$ cat config.mk
export PLATFORM = sky130hd
export DESIGN_NAME = ips_interrupt_priority_status
export DESIGN_NICKNAME = d
export VERILOG_FILES = /design/src/rtl/ips_pkg.sv /design/src/rtl/ips_interrupt_priority_status.sv /design/src/rtl/ips_dma_event.sv
export SDC_FILE = /design/constraint.sdc
export NUM_CORES = 1
export LEC_CHECK = 0
export BUFFER_PORTS_ARGS = -buffer_cell sky130_fd_sc_hd__buf_2
export CELL_PAD_IN_SITES_DETAIL_PLACEMENT = 1
export CELL_PAD_IN_SITES_GLOBAL_PLACEMENT = 1
export CORE_MARGIN = 3
export CORE_UTILIZATION = 35
export CTS_BUF_LIST = sky130_fd_sc_hd__clkbuf_16
export DETAILED_ROUTE_END_ITERATION = 8
export MAX_ROUTING_LAYER = met4
export PLACE_DENSITY_LB_ADDON = 0.08
export SLEW_MARGIN = 5
export SYNTH_ARGS = -nofsm -noshare
export SYNTH_HDL_FRONTEND = slang
export SYNTH_SLANG_ARGS = --single-unit
$ cat constraint.sdc
create_clock -name clk -period 4.2 [get_ports clk]
set_input_delay 0.84 -clock clk [delete_from_list [all_inputs] [get_ports clk]]
set_output_delay 0.84 -clock clk [all_outputs]
set_load 0.1 [all_outputs]
$ cat src/rtl/ips_pkg.sv
// Shared constants for the interrupt priority and status block.
// Assumes a 32-bit AHB-Lite register bus with word-aligned registers.
package ips_pkg;

   // Register byte offsets
   localparam logic [7:0]  ADDR_PRIO      = 8'h00;
   localparam logic [7:0]  ADDR_STATUS    = 8'h04;
   localparam logic [7:0]  ADDR_IRQ_STAT  = 8'h08;
   localparam logic [7:0]  ADDR_IRQ_MASK  = 8'h0C;
   localparam logic [7:0]  ADDR_DMA_CTRL  = 8'h10;

   // Field widths
   localparam int          PRIO_W         = 3;
   localparam int          LEVEL_W        = 4;
   localparam int          VEC_W          = 7;
   localparam int          BLK_W          = 16;
   localparam int          IRQ_W          = 2;

   // Field positions
   localparam int          DMA4_PRIO_LSB  = 8;
   localparam int          PMP_PRIO_LSB   = 4;
   localparam int          LEVEL_LSB      = 8;
   localparam int          VEC_LSB        = 0;
   localparam int          DMA_HALF_BIT   = 16;
   localparam int          IRQ_DMA4       = 0;
   localparam int          IRQ_PMP        = 1;

   // Implemented bits, everything else reads zero
   localparam logic [31:0] PRIO_MASK      = 32'h0000_0770;
   localparam logic [31:0] STATUS_MASK    = 32'h0000_0F7F;

   // Reset values, and the priority code that takes a source out of arbitration
   localparam logic [2:0]  PRIO_RESET     = 3'h4;
   localparam logic [15:0] BLK_RESET      = 16'h0001;
   localparam logic [1:0]  IRQ_MASK_RESET = 2'h0;
   localparam logic [2:0]  PRIO_OFF       = 3'h0;

   // Bus phase tracking
   typedef enum logic [1:0] {
      IPS_BUS_IDLE   = 2'b00,
      IPS_BUS_WRITE  = 2'b01,
      IPS_BUS_RDWAIT = 2'b10,
      IPS_BUS_RDDATA = 2'b11
   } ips_bus_state_t;

   // Pull a priority field out of a bus word
   function automatic logic [2:0] ipsPrioOf(input logic [31:0] word, input int lsb);
      ipsPrioOf = word[lsb +: 3];
   endfunction

endpackage

$ cat src/rtl/ips_interrupt_priority_status.sv
// Interrupt priority and status block: priorities for DMA channel 4 and the
// parallel port, forwarding of the winning request, and its status.
// Assumes a single AHB-Lite master whose hready is this slave's hreadyout.
module ips_interrupt_priority_status #(
   parameter logic [6:0] DMA4_VEC_INDEX = 7'h10, // Arbitrary placement in vector table
   parameter logic [6:0] PMP_VEC_INDEX  = 7'h20  // Arbitrary placement in vector table
) (
   input  wire logic        clk,
   input  wire logic        rst_n,
   input  wire logic [31:0] haddr,
   input  wire logic        hsel,
   input  wire logic [1:0]  htrans,
   input  wire logic        hwrite,
   input  wire logic [31:0] hwdata,
   input  wire logic        hready,
   output logic      [31:0] hrdata,
   output logic             hreadyout,
   output logic             hresp,
   input  wire logic        dmaXferDone,
   input  wire logic        pmpEvent,
   output logic             irq,
   output logic             cpuIrqReq,
   output logic      [3:0]  cpuLevel,
   output logic      [6:0]  cpuVector
);

   ips_pkg::ips_bus_state_t state_reg;
   ips_pkg::ips_bus_state_t state_next;
   logic [7:0]  addr_reg;
   logic        accept;
   logic        wrEn;
   logic [2:0]  dmaPrio_reg;
   logic [2:0]  pmpPrio_reg;
   logic [1:0]  stat_reg;
   logic [1:0]  stat_next;
   logic [1:0]  mask_reg;
   logic        dmaHalf_reg;
   logic [15:0] dmaLen_reg;
   logic        dmaEvent;
   logic [31:0] rdMux;
   logic        dmaReq;
   logic        pmpReq;
   logic        dmaWins;

   // Address phase is taken only when the bus is ready
   assign accept    = hsel && htrans[1] && hready;
   assign wrEn      = (state_reg == ips_pkg::IPS_BUS_WRITE);
   // One wait state on reads so read data comes from a flop
   assign hreadyout = (state_reg != ips_pkg::IPS_BUS_RDWAIT);
   assign hresp     = 1'b0;

   // Next bus phase
   always_comb begin
      state_next = ips_pkg::IPS_BUS_IDLE;
      unique case (state_reg)
         ips_pkg::IPS_BUS_RDWAIT: begin
            state_next = ips_pkg::IPS_BUS_RDDATA;
         end
         ips_pkg::IPS_BUS_IDLE,
         ips_pkg::IPS_BUS_WRITE,
         ips_pkg::IPS_BUS_RDDATA: begin
            if (accept) begin
               state_next = hwrite ? ips_pkg::IPS_BUS_WRITE : ips_pkg::IPS_BUS_RDWAIT;
            end
         end
      endcase
   end

   // Bus phase and captured address
   always_ff @(posedge clk or negedge rst_n) begin
      if (!rst_n) begin
         state_reg <= ips_pkg::IPS_BUS_IDLE;
         addr_reg  <= 8'h00;
      end else begin
         state_reg <= state_next;
         if (accept) begin
            addr_reg <= {haddr[7:2], 2'b00};
         end
      end
   end

   // Priority fields; bits outside them are simply not stored
   always_ff @(posedge clk or negedge rst_n) begin
      if (!rst_n) begin
         dmaPrio_reg <= ips_pkg::PRIO_RESET;
         pmpPrio_reg <= ips_pkg::PRIO_RESET;
      end else if (wrEn && addr_reg == ips_pkg::ADDR_PRIO) begin
         dmaPrio_reg <= ips_pkg::ipsPrioOf(hwdata, ips_pkg::DMA4_PRIO_LSB);
         pmpPrio_reg <= ips_pkg::ipsPrioOf(hwdata, ips_pkg::PMP_PRIO_LSB);
      end
   end

   // Interrupt mask and DMA channel configuration
   always_ff @(posedge clk or negedge rst_n) begin
      if (!rst_n) begin
         mask_reg    <= ips_pkg::IRQ_MASK_RESET;
         dmaHalf_reg <= 1'b0;
         dmaLen_reg  <= ips_pkg::BLK_RESET;
      end else if (wrEn) begin
         if (addr_reg == ips_pkg::ADDR_IRQ_MASK) begin
            mask_reg <= hwdata[1:0];
         end
         if (addr_reg == ips_pkg::ADDR_DMA_CTRL) begin
            dmaHalf_reg <= hwdata[ips_pkg::DMA_HALF_BIT];
            dmaLen_reg  <= hwdata[15:0];
         end
      end
   end

   // Channel 4 block progress
   ips_dma_event uDmaEvent (
      .clk        (clk),
      .rst_n      (rst_n),
      .xferDone   (dmaXferDone),
      .halfMode   (dmaHalf_reg),
      .blockLen   (dmaLen_reg),
      .blockEvent (dmaEvent)
   );

   // Sticky pending flags; a new event beats a write-one clear in the same cycle
   always_comb begin
      stat_next = stat_reg;
      if (wrEn && addr_reg == ips_pkg::ADDR_IRQ_STAT) begin
         stat_next = stat_reg & ~hwdata[1:0];
      end
      stat_next[ips_pkg::IRQ_DMA4] = stat_next[ips_pkg::IRQ_DMA4] | dmaEvent;
      stat_next[ips_pkg::IRQ_PMP]  = stat_next[ips_pkg::IRQ_PMP] | pmpEvent;
   end

   always_ff @(posedge clk or negedge rst_n) begin
      if (!rst_n) begin
         stat_reg <= 2'h0;
      end else begin
         stat_reg <= stat_next;
      end
   end

   // Summary interrupt, regardless of priority
   assign irq = |(stat_reg & mask_reg);

   // A zero priority takes a source out of arbitration entirely
   assign dmaReq  = stat_reg[ips_pkg::IRQ_DMA4] && mask_reg[ips_pkg::IRQ_DMA4] && dmaPrio_reg != ips_pkg::PRIO_OFF;
   assign pmpReq  = stat_reg[ips_pkg::IRQ_PMP] && mask_reg[ips_pkg::IRQ_PMP] && pmpPrio_reg != ips_pkg::PRIO_OFF;
   // Ties go to the DMA channel, which sits lower in the natural order
   assign dmaWins = dmaReq && (!pmpReq || dmaPrio_reg >= pmpPrio_reg);

   // Forwarded request with its level and vector index
   always_ff @(posedge clk or negedge rst_n) begin
      if (!rst_n) begin
         cpuIrqReq <= 1'b0;
         cpuLevel  <= 4'h0;
         cpuVector <= 7'h00;
      end else if (dmaWins) begin
         cpuIrqReq <= 1'b1;
         cpuLevel  <= {1'b0, dmaPrio_reg};
         cpuVector <= DMA4_VEC_INDEX;
      end else if (pmpReq) begin
         cpuIrqReq <= 1'b1;
         cpuLevel  <= {1'b0, pmpPrio_reg};
         cpuVector <= PMP_VEC_INDEX;
      end else begin
         cpuIrqReq <= 1'b0;
         cpuLevel  <= 4'h0;
         cpuVector <= 7'h00;
      end
   end

   // Read decode; unmapped words read zero
   always_comb begin
      rdMux = 32'h0000_0000;
      unique case (addr_reg)
         ips_pkg::ADDR_PRIO: begin
            rdMux[ips_pkg::DMA4_PRIO_LSB +: ips_pkg::PRIO_W] = dmaPrio_reg;
            rdMux[ips_pkg::PMP_PRIO_LSB +: ips_pkg::PRIO_W]  = pmpPrio_reg;
         end
         ips_pkg::ADDR_STATUS: begin
            rdMux[ips_pkg::LEVEL_LSB +: ips_pkg::LEVEL_W] = cpuLevel;
            rdMux[ips_pkg::VEC_LSB +: ips_pkg::VEC_W]     = cpuVector;
         end
         ips_pkg::ADDR_IRQ_STAT: begin
            rdMux[1:0] = stat_reg;
         end
         ips_pkg::ADDR_IRQ_MASK: begin
            rdMux[1:0] = mask_reg;
         end
         ips_pkg::ADDR_DMA_CTRL: begin
            rdMux[ips_pkg::DMA_HALF_BIT] = dmaHalf_reg;
            rdMux[15:0]                  = dmaLen_reg;
         end
         default: begin
            rdMux = 32'h0000_0000;
         end
      endcase
   end

   // Read data is loaded during the wait state and held until the next read
   always_ff @(posedge clk or negedge rst_n) begin
      if (!rst_n) begin
         hrdata <= 32'h0000_0000;
      end else if (state_reg == ips_pkg::IPS_BUS_RDWAIT) begin
         hrdata <= rdMux;
      end
   end
endmodule

$ cat src/rtl/ips_dma_event.sv
// DMA channel block-progress event generator.
// Assumes xferDone pulses once per element moved by the channel.
module ips_dma_event (
   input  wire logic        clk,
   input  wire logic        rst_n,
   input  wire logic        xferDone,
   input  wire logic        halfMode,
   input  wire logic [15:0] blockLen,
   output logic             blockEvent
);

   logic [15:0] count_reg;
   logic [15:0] countInc;
   logic [15:0] halfPoint;
   logic        lastXfer;
   logic        hitPoint;

   // A zero length acts as one, so a block always ends
   assign countInc  = count_reg + 16'h0001;
   assign halfPoint = {1'b0, blockLen[15:1]};
   assign lastXfer  = (countInc >= blockLen);
   // Half point of a one-element block is empty; fall back to the full mark
   assign hitPoint  = (halfMode && halfPoint != 16'h0000) ? (countInc == halfPoint) : lastXfer;

   // Element counter within the current block
   always_ff @(posedge clk or negedge rst_n) begin
      if (!rst_n) begin
         count_reg <= 16'h0000;
      end else if (xferDone) begin
         count_reg <= lastXfer ? 16'h0000 : countInc;
      end
   end

   // One-cycle event pulse
   always_ff @(posedge clk or negedge rst_n) begin
      if (!rst_n) begin
         blockEvent <= 1'b0;
      end else begin
         blockEvent <= xferDone && hitPoint;
      end
   end

endmodule

==> results.yml <==
run_status:
  outcome: "finished, final reports clean"
die:
  rows: 40
  initial_utilization_pct: 36.4
  die_w_um: 118
  core_um2: 12200
  die_h_um: 118
  pin_count: 120
  die_area_um2: 14000
timing:
  finalCritPeriodShare_pct: 80.8
  tightestPinTransition_ps: 991
  setup_ws_ps: 805
  skew_ps: 10.4
  setup_viol: 0
  hold_viol: 0
  final.setup.tns_ps: 0
  rsz0062_at_grt: "no"
  max_freq_mhz: 295
  slew_violations: 0
  fin_crit_ps: 3390
  maxSlewHeadroom_pct: 33.9
cts:
  cts_inserted_buffers: 9
  holdBufCountCts: 0
  clkTransAtPathRegs_ps: 60
  cts_buffer_depth: 2
  cts_sinks: 75
  post_cts.repair.setup_buffers: 0
  cts_tree: "yes"
  clk_latency_ps: 350
  cts_root_buf: "clkbuf_16"
  cts-resized-gates: 0
  htreeDepth: 3
logic_synthesis:
  ys_warn_count: 0
  synth_compound_area_share_pct: 13.9
  synthAdderAreaFrac_pct: 5.66
  synth.distinct_cells: 56
  synth_xor_area_share_pct: 5.32
  synth_enable_flop_cells: 0
  syn_inst: 441
  async_flop_share_pct: 100
  ys_seq_elements: 75
  syn_area_per_cell_um2: 10.0
  synth.mux.area_fraction_pct: 10.2
  synth_top_family_by_area: "simple AND/OR/NAND/NOR gates"
  synth_area_um2: 4420
  seq_area_frac_synth_pct: 42.5
  yosys.area_share.simple_pct: 14.1
  ys.flop_type: "dfrtp_1"
pwr:
  comb_power_share_pct: 34.3
  p_leak_nw: 2.36
  p_clk_share_pct: 26.0
  p_sw_mw: 1.17
  powerDensity_nw_per_um2: 552
  switching_share_pct: 42.2
  seqPwrFrac_pct: 39.7
  ir_drop_mv: 0.238
  power.internal_mw: 1.60
critical_path:
  critical_path_class: "reg -> reg"
  end_kind: "flip-flop"
  cp_data_arrival_time_ps: 3670
  path_max_fanout: 11
  critPathRequiredTime_ps: 4480
  r2r_cells: 12
  startpoint_type: "flip-flop"
cells_and_area:
  fin_area_um2: 5020
  largest_reg_flops: 17
  fillers: 1405
  nets: 582
  antenna_cells: 0
  area_growth_pct: 13.6
  drive_above_1_share_pct: 23.9
  fin_util_pct: 41.3
grt:
  grt_pass1_vias: 3474
  grt_pass1_wl_mm: 19.4
  grt_max_degree: 76
  overflow: 0
  antenna_found_initial: 0
  grt.total_usage_pct: 18.2
detailed_routing:
  postRouteAntennaNets: 0
  drc: 0
  drt-vias-per-instance: 5.07
  drt-pass1-iter-count: 4
  vias: 3359
  drt_wl_total_mm: 11.7
  drt_iter0_markers: 176
  routedWlPerCell_um: 17.7
placed_design:
  place_ws_ps: 823
  dp_hpwl_mm: 8.63
  gp_congestion: 0.792
  placed_area_um2: 4750
  io_buffers: 55
worst_hold_path:
  holdPathStages: 2
  min_path_type: "reg -> reg"
run:
  maxCapViolCount: 0
power by group through the flow:
stage          registers [mW]  logic, mW  clock network (mW)
2_1_floorplan            1.16      0.676                   0
3_3_place_gp             1.11      0.931                   0
3_5_place_dp             1.12      0.958                   0
4_1_cts                  1.10      0.963               0.750
5_1_grt                  1.13       1.05               0.777
6_report                 1.10      0.952               0.721
routing by layer:
metal	vias up	routed length [µm]	global-route usage, %
li1	1625	-	-
met1	1645	5970	25.4
met2	76	5050	26.1
met3	13	514	3.88
met4	0	196	6.52
met5	-	0	-
Yosys cell counts, drive strengths merged, types with 2 or more instances:
master	number	area, µm²
a211o	2	17.5
o31ai	2	15.0
inv	23	86.3
a21oi	5	25.0
nand2b	4	25.0
o2bb2ai	3	26.3
nor2b	6	37.5
a22o	18	158
and2	2	12.5
a21o	2	15.0
nand4	10	68.8
a211oi	2	15.0
nor3	15	75.1
nor4	6	37.5
a2111oi	4	36.3
ha	20	250
dfrtp	72	1800
xnor2	16	140
xor2	10	95.1
mux2i	7	70.1
a22oi	2	15.0
nor2	17	81.3
mux2	34	383
dfstp	3	78.8
nand3	11	60.1
o211ai	2	15.0
and3	3	18.8
clkbuf	13	48.8
o21ai	38	190
buf	31	226
nand2	43	161
worst paths after layout:
kind / end / slack, ps / start
worst max-delay path: uDmaEvent.count_reg[12]$_DFFE_PN0P_ / 810 / uDmaEvent.count_reg[2]$_DFFE_PN0P_
min in group asynchronous: addr_reg[7]$_DFFE_PN0P_ / 660 / rst_n
worst min register to register: hrdata[14]$_DFFE_PN0N_ / 470 / hrdata[14]$_DFFE_PN0N_
max in group asynchronous: uDmaEvent.count_reg[10]$_DFFE_PN0P_ / 2900 / rst_n
worst min-delay path: hrdata[14]$_DFFE_PN0N_ / 470 / hrdata[14]$_DFFE_PN0N_
worst max register to register: uDmaEvent.count_reg[12]$_DFFE_PN0P_ / 810 / uDmaEvent.count_reg[2]$_DFFE_PN0P_
layout by cell type (no fill, tap or decap), types with 15 or more instances in the layout:
| master | count |
|---|---|
| xnor2_1 | 16 |
| a22o_1 | 18 |
| inv_1 | 24 |
| dfrtp_1 | 72 |
| mux2_2 | 33 |
| o21ai_0 | 38 |
| ha_1 | 20 |
| buf_2 | 54 |
| nand2_1 | 43 |
| nor3_1 | 15 |
| conb_1 | 22 |
layout make-up:
cell class	count	area [µm²]	share of cell area [%]
flip-flops and latches	75	1880	37.4
repair buffers	60	315	6.28
inverters	23	86.3	1.72
clock inverters	7	46.3	0.922
well taps	168	210	4.19
clock buffers	9	225	4.48
multi-input cells	320	2260	45.0
cell families (layout without fill, tap and decap cells):
logic type | after synthesis | in the layout
other cells | 1 | 22
compound gates | 89 | 89
xor+xnor | 26 | 26
simple gates | 122 | 122
fa+ha+maj | 20 | 20
mux | 41 | 41
flops | 75 | 75
buf+inv | 67 | 99
worst max-delay path: stages (launching register included):
cell and delay [ps]:
dfrtp_1 510, nand3_2 200, or3_1 580, xnor2_1 320, ha_1 300, a211oi_1 200
o21ai_0 130, o211ai_1 90, a21oi_1 110, a211o_1 280, nor2_1 190, buf_4 240
a22o_1 160
through the flow:
stage | total power [mW] | hold slack, ps | instances
floorplan | 1.83 | 404 | 462
global placement | 2.04 | 455 | 646
detailed placement | 2.07 | 449 | 646
CTS | 2.82 | 475 | 662
global route | 2.96 | 493 | 662
finish | 2.77 | 475 | 662
No activity file was read; power rests on OpenSTA's default activity.
